### src/verilog/pic_pkg.sv
package pic_pkg;

  // ****************************************
  // Timing
  // ****************************************
  // Edge detection blanking after an edge-select change, in cycles
  localparam int unsigned NMI_BLANK_CYC = 20;
  localparam int unsigned BLANK_W       = 5;

  // ****************************************
  // Register indices and APB byte addresses
  // ****************************************
  localparam int unsigned APB_AW   = 12;
  localparam logic [31:0] IDX_ICR  = 32'hFFFFFEE0;
  localparam logic [31:0] IDX_PRIORITY_REG_A = 32'hFFFFFEE2;
  localparam logic [31:0] IDX_PRIORITY_REG_B = 32'hFFFFFEE4;
  localparam logic [31:0] IDX_STAT = 32'hFFFFFEE6;
  localparam logic [11:0] ADDR_ICR  = {IDX_ICR[9:0], 2'b00};
  localparam logic [11:0] ADDR_PRIORITY_REG_A = {IDX_PRIORITY_REG_A[9:0], 2'b00};
  localparam logic [11:0] ADDR_PRIORITY_REG_B = {IDX_PRIORITY_REG_B[9:0], 2'b00};
  localparam logic [11:0] ADDR_STAT = {IDX_STAT[9:0], 2'b00};

  // ****************************************
  // Fields and reset values
  // ****************************************
  localparam int unsigned ICR_LVL_BIT  = 15;
  localparam int unsigned ICR_EDGE_BIT = 8;
  localparam int unsigned STAT_NMI_BIT = 16;
  localparam int unsigned F_HI = 12;
  localparam int unsigned F_MH = 8;
  localparam int unsigned F_ML = 4;
  localparam int unsigned F_LO = 0;
  localparam logic [15:0] IPR_RST     = 16'h0000;
  localparam logic [15:0] PRIORITY_REG_B_RDMASK = 16'hFFF0;
  localparam logic        EDGE_RST    = 1'b0;
  localparam logic [3:0]  IRL_IDLE    = 4'hF;

  // ****************************************
  // Levels and cause codes
  // ****************************************
  localparam logic [4:0]  LVL_NMI  = 5'h10;
  localparam logic [4:0]  LVL_OFF  = 5'h00;
  localparam logic [4:0]  LVL_IRLT = 5'h0F;
  localparam logic [11:0] C_NMI    = 12'h1C0;
  localparam logic [11:0] C_IRL    = 12'h200;
  localparam logic [11:0] C_STEP   = 12'h020;
  localparam logic [11:0] C_T0U    = 12'h400;
  localparam logic [11:0] C_T1U    = 12'h420;
  localparam logic [11:0] C_T2U    = 12'h440;
  localparam logic [11:0] C_T2C    = 12'h460;
  localparam logic [11:0] C_CALM   = 12'h480;
  localparam logic [11:0] C_CPER   = 12'h4A0;
  localparam logic [11:0] C_CCRY   = 12'h4C0;
  localparam logic [11:0] C_URE    = 12'h4E0;
  localparam logic [11:0] C_URF    = 12'h500;
  localparam logic [11:0] C_UTE    = 12'h520;
  localparam logic [11:0] C_UTD    = 12'h540;
  localparam logic [11:0] C_WDT    = 12'h560;
  localparam logic [11:0] C_RCM    = 12'h580;
  localparam logic [11:0] C_ROV    = 12'h5A0;
  localparam int unsigned NCAND    = 16;

  // ****************************************
  // Types
  // ****************************************
  typedef struct packed {
    logic tmr0_unf;
    logic tmr1_unf;
    logic tmr2_unf;
    logic tmr2_cap;
    logic clk_alarm;
    logic clk_per;
    logic clk_carry;
    logic uart_rx_err;
    logic uart_rx_full;
    logic uart_tx_empty;
    logic uart_tx_end;
    logic wdt_int;
    logic ref_cmp;
    logic ref_ovf;
  } pic_periph_t;

  typedef struct packed {
    logic [4:0]  level;
    logic [11:0] code;
    logic        is_nmi;
  } pic_cand_t;

endpackage

### src/verilog/pic_filt.sv
`timescale 1ns/100ps
module pic_filt #(
  parameter int unsigned W       = 4,
  parameter logic [W-1:0] RST_VAL = '1
) (
  // Clock and reset
  input  wire logic         i_ref_clk,
  input  wire logic         i_rst_n,
  // Sample strobe and raw pins
  input  wire logic         i_en,
  input  wire logic [W-1:0] i_d,
  // Filtered value
  output logic      [W-1:0] o_q
);

  // ****************************************
  // Synchroniser and two-sample filter
  // ****************************************
  logic [W-1:0] s1_r;
  logic [W-1:0] s2_r;
  logic [W-1:0] samp_r;
  logic [W-1:0] q_r;
  logic [W-1:0] samp_nxt;
  logic [W-1:0] q_nxt;

  // Take a new value only after two equal samples
  always_comb begin
    samp_nxt = samp_r;
    q_nxt    = q_r;
    if (i_en) begin
      samp_nxt = s2_r;
      if (s2_r == samp_r) begin
        q_nxt = s2_r;
      end
    end
  end

  // Registers
  always_ff @(posedge i_ref_clk) begin
    if (!i_rst_n) begin
      s1_r   <= RST_VAL;
      s2_r   <= RST_VAL;
      samp_r <= RST_VAL;
      q_r    <= RST_VAL;
    end else begin
      s1_r   <= i_d;
      s2_r   <= s1_r;
      samp_r <= samp_nxt;
      q_r    <= q_nxt;
    end
  end

  assign o_q = q_r;

endmodule

### src/verilog/pic_ctrl.sv
// Functional notes
// RQ1: Levels 0..16; level 0 is ignored
// RQ2: NMI level 16, held off by hold flag
// RQ3: Sleep or standby accepts NMI despite hold
// RQ4: NMI edge chosen by edge-select bit 8
// RQ5: Edge-select change clears flag, 20-cycle blank
// RQ6: Controller never writes the CPU mask
// RQ7: Pin level is 15 minus pin code
// RQ8: Pin code taken after two equal samples
// RQ9: Standby samples pins on RTC oscillator
// RQ10: Outside logic keeps pin level until accepted
// RQ11: Priority fields map peripheral groups
// RQ12: Field 0 masks, 1..F give levels
// RQ13: NMI and pin cause codes
// RQ14: Timer cause codes and in-group order
// RQ15: Clock unit and watchdog cause codes
// RQ16: Serial cause codes and in-group order
// RQ17: Refresh cause codes and in-group order
// RQ18: Equal levels follow fixed default order
// RQ19: Priority registers reset to zero, reserved zero
// RQ20: Bit 15 shows NMI pin, read-only
// RQ21: Software edits priorities only while held
// RQ22: Edge select 0 falling, 1 rising
// RQ23: Forward only above CPU mask level
// RQ24: Notify low while unmasked request pends
// RQ25: Registered level and code, stable on accept
//
// The register addresses and register access over APB were chosen for this implementation.
`timescale 1ns/100ps
module pic_ctrl (
  // Clock and reset
  input  wire logic               i_ref_clk,
  input  wire logic               i_rst_n,
  // APB slave
  input  wire logic               i_psel,
  input  wire logic               i_penable,
  input  wire logic               i_pwrite,
  input  wire logic [11:0]        i_paddr,
  input  wire logic [31:0]        i_pwdata,
  output logic      [31:0]        o_prdata,
  output logic                    o_pready,
  output logic                    o_pslverr,
  // Pins
  input  wire logic               i_nmi_pin,
  input  wire logic [3:0]         i_level_request_pins_n,
  input  wire logic               i_rtc_osc,
  output logic                    o_interrupt_notify_out_n,
  // Power state
  input  wire logic               i_sleep,
  input  wire logic               i_standby,
  // Peripheral requests
  input  wire pic_pkg::pic_periph_t i_periph,
  // CPU side
  input  wire logic               i_interrupt_hold_flag,
  input  wire logic [3:0]         i_cpu_mask_level,
  input  wire logic               i_cpu_accept,
  output logic                    o_cpu_req,
  output logic      [4:0]         o_cpu_level,
  output logic      [11:0]        o_cpu_code,
  output logic      [11:0]        o_event_code
);

  // ****************************************
  // Declarations
  // ****************************************
  logic [15:0] prio_a_r;
  logic [15:0] prio_a_nxt;
  logic [15:0] prio_b_r;
  logic [15:0] prio_b_nxt;
  logic        edge_sel_r;
  logic        edge_sel_nxt;
  logic [31:0] prdata_r;
  logic [31:0] prdata_nxt;
  logic        pready_r;
  logic        pready_nxt;
  logic        pslverr_r;
  logic        pslverr_nxt;
  logic        nmi_s1_r;
  logic        nmi_s2_r;
  logic        nmi_d_r;
  logic        nmi_flag_r;
  logic        nmi_flag_nxt;
  logic [4:0]  blank_r;
  logic [4:0]  blank_nxt;
  logic        req_r;
  logic        req_nxt;
  logic [4:0]  lvl_r;
  logic [4:0]  lvl_nxt;
  logic [11:0] code_r;
  logic [11:0] code_nxt;
  logic        win_nmi_r;
  logic        win_nmi_nxt;
  logic [11:0] evt_r;
  logic [11:0] evt_nxt;
  logic        notify_n_r;
  logic        notify_n_nxt;
  logic [3:0]  irl_code;
  logic        rtc_lvl;
  logic        rtc_d_r;
  logic        irl_en;
  logic        setup;
  logic        wr_en;
  logic        hit;
  logic [31:0] rdata;
  logic        edge_det;
  logic        edge_chg;
  logic        accepted;
  logic        above_mask;
  logic        forward;
  pic_pkg::pic_cand_t cand [pic_pkg::NCAND];
  pic_pkg::pic_cand_t best;
  localparam int unsigned BLANK_W = pic_pkg::BLANK_W;

  // ****************************************
  // Pin conditioning
  // ****************************************
  // RTC oscillator brought into this domain
  pic_filt #(
    .W       (1),
    .RST_VAL (1'b0)
  ) u_rtc_filt (
    .i_ref_clk (i_ref_clk),
    .i_rst_n   (i_rst_n),
    .i_en      (1'b1),
    .i_d       (i_rtc_osc),
    .o_q       (rtc_lvl)
  );

  // Pin sampling strobe: RTC rising edges in standby
  assign irl_en = i_standby ? (rtc_lvl & ~rtc_d_r) : 1'b1; // RQ9

  // Level pins, idle code after reset
  pic_filt #(
    .W       (4),
    .RST_VAL (pic_pkg::IRL_IDLE)
  ) u_irl_filt (
    .i_ref_clk (i_ref_clk),
    .i_rst_n   (i_rst_n),
    .i_en      (irl_en),
    .i_d       (i_level_request_pins_n),
    .o_q       (irl_code)
  ); // RQ8

  // ****************************************
  // APB slave
  // ****************************************
  // Decode and read mux
  always_comb begin
    hit   = 1'b1;
    rdata = 32'h00000000;
    unique case (i_paddr)
      pic_pkg::ADDR_ICR: begin
        rdata[pic_pkg::ICR_LVL_BIT]  = nmi_s2_r; // RQ20
        rdata[pic_pkg::ICR_EDGE_BIT] = edge_sel_r;
      end
      pic_pkg::ADDR_PRIORITY_REG_A: begin
        rdata[15:0] = prio_a_r;
      end
      pic_pkg::ADDR_PRIORITY_REG_B: begin
        rdata[15:0] = prio_b_r & pic_pkg::PRIORITY_REG_B_RDMASK; // RQ19
      end
      pic_pkg::ADDR_STAT: begin
        rdata[11:0] = evt_r;
        rdata[pic_pkg::STAT_NMI_BIT] = nmi_flag_r;
      end
      default: begin
        hit = 1'b0;
      end
    endcase
  end

  // Answer one cycle after setup, no wait states
  assign setup       = i_psel & ~i_penable;
  assign wr_en       = i_psel & i_penable & i_pwrite & pready_r;
  assign pready_nxt  = setup;
  assign pslverr_nxt = setup & ~hit;
  assign prdata_nxt  = setup ? rdata : 32'h00000000;

  // Register writes; pin-level bit ignores writes
  always_comb begin
    prio_a_nxt   = prio_a_r;
    prio_b_nxt   = prio_b_r;
    edge_sel_nxt = edge_sel_r;
    if (wr_en) begin
      unique case (i_paddr)
        pic_pkg::ADDR_ICR: begin
          edge_sel_nxt = i_pwdata[pic_pkg::ICR_EDGE_BIT]; // RQ4
        end
        pic_pkg::ADDR_PRIORITY_REG_A: begin
          prio_a_nxt = i_pwdata[15:0];
        end
        pic_pkg::ADDR_PRIORITY_REG_B: begin
          prio_b_nxt = i_pwdata[15:0] & pic_pkg::PRIORITY_REG_B_RDMASK;
        end
        default: begin
          prio_a_nxt = prio_a_r;
        end
      endcase
    end
  end

  assign edge_chg = edge_sel_nxt != edge_sel_r;

  // ****************************************
  // NMI edge detection
  // ****************************************
  // Falling edge when select is 0, rising when 1
  always_comb begin
    if (edge_sel_r) begin
      edge_det = nmi_s2_r & ~nmi_d_r; // RQ22
    end else begin
      edge_det = ~nmi_s2_r & nmi_d_r; // RQ22
    end
  end

  // Detection flag with blanking; new edge beats accept clear
  always_comb begin
    blank_nxt    = blank_r;
    nmi_flag_nxt = nmi_flag_r;
    if (blank_r != 5'h00) begin
      blank_nxt = blank_r - 5'h01;
    end
    if (edge_chg) begin
      nmi_flag_nxt = 1'b0; // RQ5
      blank_nxt    = BLANK_W'(pic_pkg::NMI_BLANK_CYC); // RQ5
    end else if (edge_det && blank_r == 5'h00) begin
      nmi_flag_nxt = 1'b1; // RQ4
    end else if (accepted && win_nmi_r) begin
      nmi_flag_nxt = 1'b0;
    end
  end

  // ****************************************
  // Candidate table in default order
  // ****************************************
  // Field value is the level; zero masks the group
  function automatic pic_pkg::pic_cand_t mk(input logic       req,
                                            input logic [3:0] fld,
                                            input logic [11:0] code);
    mk.level  = req ? {1'b0, fld} : pic_pkg::LVL_OFF; // RQ12
    mk.code   = code;
    mk.is_nmi = 1'b0;
  endfunction

  always_comb begin
    cand[0].level  = nmi_flag_r ? pic_pkg::LVL_NMI : pic_pkg::LVL_OFF; // RQ2
    cand[0].code   = pic_pkg::C_NMI; // RQ13
    cand[0].is_nmi = 1'b1;
    cand[1].level  = pic_pkg::LVL_IRLT - {1'b0, irl_code}; // RQ7
    cand[1].code   = pic_pkg::C_IRL + 12'(irl_code) * pic_pkg::C_STEP; // RQ13
    cand[1].is_nmi = 1'b0;
    // RQ11
    cand[2]  = mk(i_periph.tmr0_unf, prio_a_r[pic_pkg::F_HI +: 4], pic_pkg::C_T0U); // RQ14
    cand[3]  = mk(i_periph.tmr1_unf, prio_a_r[pic_pkg::F_MH +: 4], pic_pkg::C_T1U); // RQ14
    cand[4]  = mk(i_periph.tmr2_unf, prio_a_r[pic_pkg::F_ML +: 4], pic_pkg::C_T2U); // RQ14
    cand[5]  = mk(i_periph.tmr2_cap, prio_a_r[pic_pkg::F_ML +: 4], pic_pkg::C_T2C); // RQ14
    cand[6]  = mk(i_periph.clk_alarm, prio_a_r[pic_pkg::F_LO +: 4], pic_pkg::C_CALM); // RQ15
    cand[7]  = mk(i_periph.clk_per, prio_a_r[pic_pkg::F_LO +: 4], pic_pkg::C_CPER); // RQ15
    cand[8]  = mk(i_periph.clk_carry, prio_a_r[pic_pkg::F_LO +: 4], pic_pkg::C_CCRY); // RQ15
    cand[9]  = mk(i_periph.uart_rx_err, prio_b_r[pic_pkg::F_ML +: 4], pic_pkg::C_URE); // RQ16
    cand[10] = mk(i_periph.uart_rx_full, prio_b_r[pic_pkg::F_ML +: 4], pic_pkg::C_URF); // RQ16
    cand[11] = mk(i_periph.uart_tx_empty, prio_b_r[pic_pkg::F_ML +: 4], pic_pkg::C_UTE); // RQ16
    cand[12] = mk(i_periph.uart_tx_end, prio_b_r[pic_pkg::F_ML +: 4], pic_pkg::C_UTD); // RQ16
    cand[13] = mk(i_periph.wdt_int, prio_b_r[pic_pkg::F_HI +: 4], pic_pkg::C_WDT); // RQ15
    cand[14] = mk(i_periph.ref_cmp, prio_b_r[pic_pkg::F_MH +: 4], pic_pkg::C_RCM); // RQ17
    cand[15] = mk(i_periph.ref_ovf, prio_b_r[pic_pkg::F_MH +: 4], pic_pkg::C_ROV); // RQ17
  end

  // ****************************************
  // Arbitration
  // ****************************************
  // Strictly greater wins, so ties keep the earlier entry
  always_comb begin
    best = '0;
    for (int i = 0; i < pic_pkg::NCAND; i++) begin
      if (cand[i].level > best.level) begin
        best = cand[i]; // RQ1 RQ18
      end
    end
  end

  // Mask compare; the CPU mask is only ever read here
  assign above_mask = best.level > {1'b0, i_cpu_mask_level}; // RQ23 RQ6

  // Hold flag blocks all but NMI in sleep or standby
  always_comb begin
    if (best.is_nmi) begin
      forward = above_mask & (~i_interrupt_hold_flag | i_sleep | i_standby); // RQ2 RQ3
    end else begin
      forward = above_mask & ~i_interrupt_hold_flag; // RQ23
    end
  end

  // ****************************************
  // CPU request outputs
  // ****************************************
  assign accepted = i_cpu_accept & req_r;

  // Request, level and code follow every cycle; on accept level and code hold, request drops
  always_comb begin
    req_nxt     = req_r;
    lvl_nxt     = lvl_r;
    code_nxt    = code_r;
    win_nmi_nxt = win_nmi_r;
    evt_nxt     = evt_r;
    if (accepted) begin
      evt_nxt = code_r; // RQ13
      req_nxt = 1'b0;
    end else begin
      req_nxt     = forward; // RQ25
      lvl_nxt     = best.level; // RQ25
      code_nxt    = best.code; // RQ25
      win_nmi_nxt = best.is_nmi;
    end
  end

  // Notify ignores the hold flag
  assign notify_n_nxt = ~above_mask; // RQ24

  // ****************************************
  // Registers
  // ****************************************
  always_ff @(posedge i_ref_clk) begin
    if (!i_rst_n) begin
      prio_a_r   <= pic_pkg::IPR_RST; // RQ19
      prio_b_r   <= pic_pkg::IPR_RST; // RQ19
      edge_sel_r <= pic_pkg::EDGE_RST; // RQ22
      prdata_r   <= 32'h00000000;
      pready_r   <= 1'b0;
      pslverr_r  <= 1'b0;
      nmi_s1_r   <= 1'b0;
      nmi_s2_r   <= 1'b0;
      nmi_d_r    <= 1'b0;
      nmi_flag_r <= 1'b0;
      blank_r    <= 5'h00;
      rtc_d_r    <= 1'b0;
      req_r      <= 1'b0;
      lvl_r      <= 5'h00;
      code_r     <= 12'h000;
      win_nmi_r  <= 1'b0;
      evt_r      <= 12'h000;
      notify_n_r <= 1'b1;
    end else begin
      prio_a_r   <= prio_a_nxt;
      prio_b_r   <= prio_b_nxt;
      edge_sel_r <= edge_sel_nxt;
      prdata_r   <= prdata_nxt;
      pready_r   <= pready_nxt;
      pslverr_r  <= pslverr_nxt;
      nmi_s1_r   <= i_nmi_pin;
      nmi_s2_r   <= nmi_s1_r;
      nmi_d_r    <= nmi_s2_r;
      nmi_flag_r <= nmi_flag_nxt;
      blank_r    <= blank_nxt;
      rtc_d_r    <= rtc_lvl;
      req_r      <= req_nxt;
      lvl_r      <= lvl_nxt;
      code_r     <= code_nxt;
      win_nmi_r  <= win_nmi_nxt;
      evt_r      <= evt_nxt;
      notify_n_r <= notify_n_nxt;
    end
  end

  // Outputs straight from flops
  assign o_prdata                 = prdata_r;
  assign o_pready                 = pready_r;
  assign o_pslverr                = pslverr_r;
  assign o_interrupt_notify_out_n = notify_n_r;
  assign o_cpu_req                = req_r;
  assign o_cpu_level              = lvl_r;
  assign o_cpu_code               = code_r;
  assign o_event_code             = evt_r;

endmodule

### config.mk
export PLATFORM = sky130hd
export DESIGN_NAME = pic_ctrl
export DESIGN_NICKNAME = d
export VERILOG_FILES = /design/src/verilog/pic_pkg.sv /design/src/verilog/pic_filt.sv /design/src/verilog/pic_ctrl.sv
export SDC_FILE = /design/constraint.sdc
export NUM_CORES = 1
export LEC_CHECK = 0
export ABC_AREA = 1
export BUFFER_PORTS_ARGS = -buffer_cell sky130_fd_sc_hd__buf_2
export CAP_MARGIN = 10
export CORE_ASPECT_RATIO = 1.2
export CORE_MARGIN = 2
export CORE_UTILIZATION = 50
export DETAILED_ROUTE_END_ITERATION = 10
export PLACE_DENSITY = 0.74
export SKIP_CTS_REPAIR_TIMING = 1
export SLEW_MARGIN = 10
export SYNTH_ARGS = -nofsm -noshare
export SYNTH_HDL_FRONTEND = slang
export SYNTH_HIERARCHICAL = 1
export SYNTH_SLANG_ARGS = --single-unit
export TNS_END_PERCENT = 10
### constraint.sdc
create_clock -name i_ref_clk -period 18.8 [get_ports i_ref_clk]
set_input_delay 0.94 -clock i_ref_clk [delete_from_list [all_inputs] [get_ports i_ref_clk]]
set_output_delay 0.94 -clock i_ref_clk [all_outputs]
set_load 0.05 [all_outputs]
==> out/metrics.csv <==
stage;metric;value;unit
outcome;status;complete, no violations;
clocking;Clock transition at path regs;0.07;ns
route;initial drt markers;483;
min_path;Hold Path Class;reg2reg;
floorplan;IO Count;142;
critical_path;Crit path largest cell delay;0.32;ns
final_layout;net total in the final layout;1254;
final_layout;Register Area;0.00194;mm2
route;Detail Route Antenna Nets;0;
final_layout;footprint of the multi-input gates;0.00399;mm2
global_routing;first-pass GRT wire length;27900;um
timing;Worst Max-Slew Pin Slew;0.892;ns
critical_path;CP Max Fanout;9;
timing;Max-Slew Margin vs Limit;39.9;%
timing;max-slew violations;0;
route;Vias;6593;
critical_path;CP max-delay cell;ha_1;
clocking;CTS max path bufs;2;
synthesis;Yosys cell types;48;
timing;Clock Skews;0.0106;ns
floorplan;die area;0.0144;mm2
critical_path;Top delay family on crit path;simple AND/OR/NAND/NOR gates;
timing;final setup violation count;0;
clocking;clk_lat worst skew;0.35;ns
floorplan;Die H;131;um
synthesis;multiplexer area fraction after synthesis;0.148;%
route;drt first pass iters;5;
clocking;Clock Root Buffer;clkbuf_16;
route;Total Wirelength;17200;um
route;met1 WL;7530;um
floorplan;Core ar.;0.0132;mm2
floorplan;Starting Density;51.2;%
synthesis;post-synthesis xor/xnor area fraction;0.130;%
critical_path;arrival time worst endpoint;17.43;ns
synthesis;Post-Synthesis Cells;1025;
final_layout;Antenna Cells;0;
final_layout;fin area;0.00756;mm2
synthesis;Syn Area/Cell;6.59;um2
route;Remaining DRCs;0;
global_routing;gr ovfl total;0;
timing;Final Cycle Share;91.3;%
critical_path;Worst setup EP type;flip-flop;
critical_path;crit start category;primary input;
synthesis;asr flop ratio synth;0;%
synthesis;EDFF count, synth;0;
final_layout;most common cell after layout, fill and taps aside;nand2_1;
timing;min cycle time layout;17.17;ns
final_layout;synth-to-layout area growth;12.0;%
route;Wirelength per Cell;13.3;um
synthesis;Post-Synth Adder-Cell Area;11.3;%
critical_path;CP Data Required Time;19.06;ns
placed_design;Placement Setup Slack;0.995;ns
global_routing;vias in the first global route;6042;
critical_path;CP Class;in2reg;
synthesis;Ys Warns;6;
final_layout;layout cell share with drive strength beyond 1;14.7;%
synthesis;sequential area share after synthesis;28.8;%
synthesis;compound-gate portion of the synthesized area;12.3;%
placed_design;GP Congestion;0.958;
global_routing;largest net degree at the start of global routing;57;
route;via/cell ratio;5.12;
placed_design;Post-DP Area;0.00726;mm2
timing;TNS Setup;0;ns
clocking;cts bufs inserted;9;
global_routing;initial antenna violation count;0;
timing;Final WS setup;1.63;ns
placed_design;I/O Buffers;98;
floorplan;die span in x;110;um
global_routing;total global-route track usage;24.2;%
route;top sig layer;met4;
critical_path;WP buf/inv;20;
run;maxcap violations;0;
synthesis;combinational family with the most area after synthesis;simple AND/OR/NAND/NOR gates;
timing;WHS;0.402;ns
clocking;H-Tree Depth;3;
timing;fmax;58.3;MHz
timing;Final Hold Viols;0;
placed_design;dpl hpwl;13400;um
synthesis;top_reg_cell synth;dfxtp_1;
final_layout;filler instances;1316;
synthesis;flops & latches, synth;97;
final_layout;commonest non-fill, non-tap cells in the layout;nand2_1 (288), inv_1 (154), buf_2 (98), dfxtp_1 (97), nand3_1 (68);
floorplan;Rows;46;
critical_path;cell repeated most along the worst path;nand2_1;
route;DR WL met2;8180;um
synthesis;Mapped Area;0.00675;mm2
route;met3 wire length;849;um
clocking;clock sink count;97;
synthesis;simple logic cell fraction of the synthesized area;33.3;%
clocking;CTS tree;yes;
==> state kept, by name (all words and copies together), names as in the netlist, 5 cells and up <==
register      count
blank_r           5
o_cpu_code        6
o_cpu_level       5
o_event_code      6
o_prdata         17
prio_a_r         16
prio_b_r         12
==> synth_stat cells, types with 2 or more instances <==
| library cell | instances | area, um2 |
|---|---|---|
| nand3_1 | 69 | 345 |
| o32ai_1 | 2 | 17.5 |
| a41oi_1 | 8 | 70.1 |
| conb_1 | 2 | 7.51 |
| dfxtp_1 | 97 | 1940 |
| o21ai_0 | 51 | 255 |
| nor2_1 | 55 | 206 |
| nor2_4 | 2 | 22.5 |
| clkinv_1 | 4 | 15.0 |
| buf_2 | 3 | 15.0 |
| o211ai_1 | 10 | 75.1 |
| nand2_1 | 294 | 1100 |
| inv_2 | 4 | 15.0 |
| nand2_4 | 2 | 22.5 |
| nor4_1 | 3 | 18.8 |
| a21oi_1 | 57 | 285 |
| a31oi_1 | 3 | 18.8 |
| clkbuf_1 | 15 | 56.3 |
| nand3_2 | 15 | 150 |
| a21o_1 | 3 | 22.5 |
| ha_1 | 61 | 763 |
| nand4_1 | 6 | 37.5 |
| o21ai_1 | 2 | 10.0 |
| nor2_2 | 2 | 12.5 |
| a211oi_1 | 2 | 15.0 |
| nor3_1 | 23 | 115 |
| nand3b_1 | 2 | 15.0 |
| nand2_2 | 10 | 62.6 |
| buf_4 | 28 | 210 |
| and2_1 | 14 | 87.6 |
| inv_1 | 157 | 589 |
| buf_6 | 3 | 33.8 |
==> cell families (layout without fill, tap and decap cells) <==
kind of cell,after synthesis,count (layout)
AND/OR/NAND/NOR,503,503
buffers and inverters,215,282
AO/OA/AOI/OAI,145,145
flip-flops,97,97
adder cells (fa/ha/maj),61,61
other,2,30
XOR/XNOR,1,1
multiplexers,1,1
==> layer usage <==
metal / track usage [%] / vias to the layer above
met2: 40.3 / 188
met3: 3.32 / 41
met5: 0 / -
li1: - / 3436
met4: 10.2 / 0
met1: 30.8 / 2928
==> worst register-to-register path, delay by kind of cell, from the launching register on <==
kind	cells	cell delay, ns
adder cells (fa/ha/maj)	15	4.26
buffers and inverters	19	2.25
flip-flops	1	0.63
AO/OA/AOI/OAI	22	3.44
AND/OR/NAND/NOR	58	6.44
==> layout make-up <==
| class | instances | area share [%] |
|---|---|---|
| Tap cell | 168 | 2.78 |
| Inverter | 166 | 8.28 |
| Sequential cell | 97 | 25.7 |
| Clock inverter | 6 | 0.662 |
| Clock buffer | 9 | 2.98 |
| Timing Repair Buffer | 101 | 6.79 |
| Multi-Input combinational cell | 741 | 52.8 |
==> worst paths after layout <==
| kind | start | endpoint | slack, ns | cells past startpoint |
|---|---|---|---|---|
| worst max-delay path | i_periph[13] | o_cpu_req | 1.63 | 115 |
| worst min-delay path | u_irl_filt/s1_r[3] | u_irl_filt/s2_r[3] | 0.40 | 2 |
| worst max register to register | nmi_flag_r | o_cpu_req | 1.68 | 114 |
| worst min register to register | u_irl_filt/s1_r[3] | u_irl_filt/s2_r[3] | 0.40 | 2 |
==> metrics by stage <==
step / instances / utilization (%)
final: 1288 / 57.3
after global routing: 1288 / 57.3
after CTS: 1288 / 57.2
after detailed placement: 1273 / 55.1
after global placement: 1273 / 55.1
after floorplan: 1053 / -
Power is left out: the tool's default activity adds up to more than one toggle a clock period on the data nets, which glitch-free logic cannot reach.
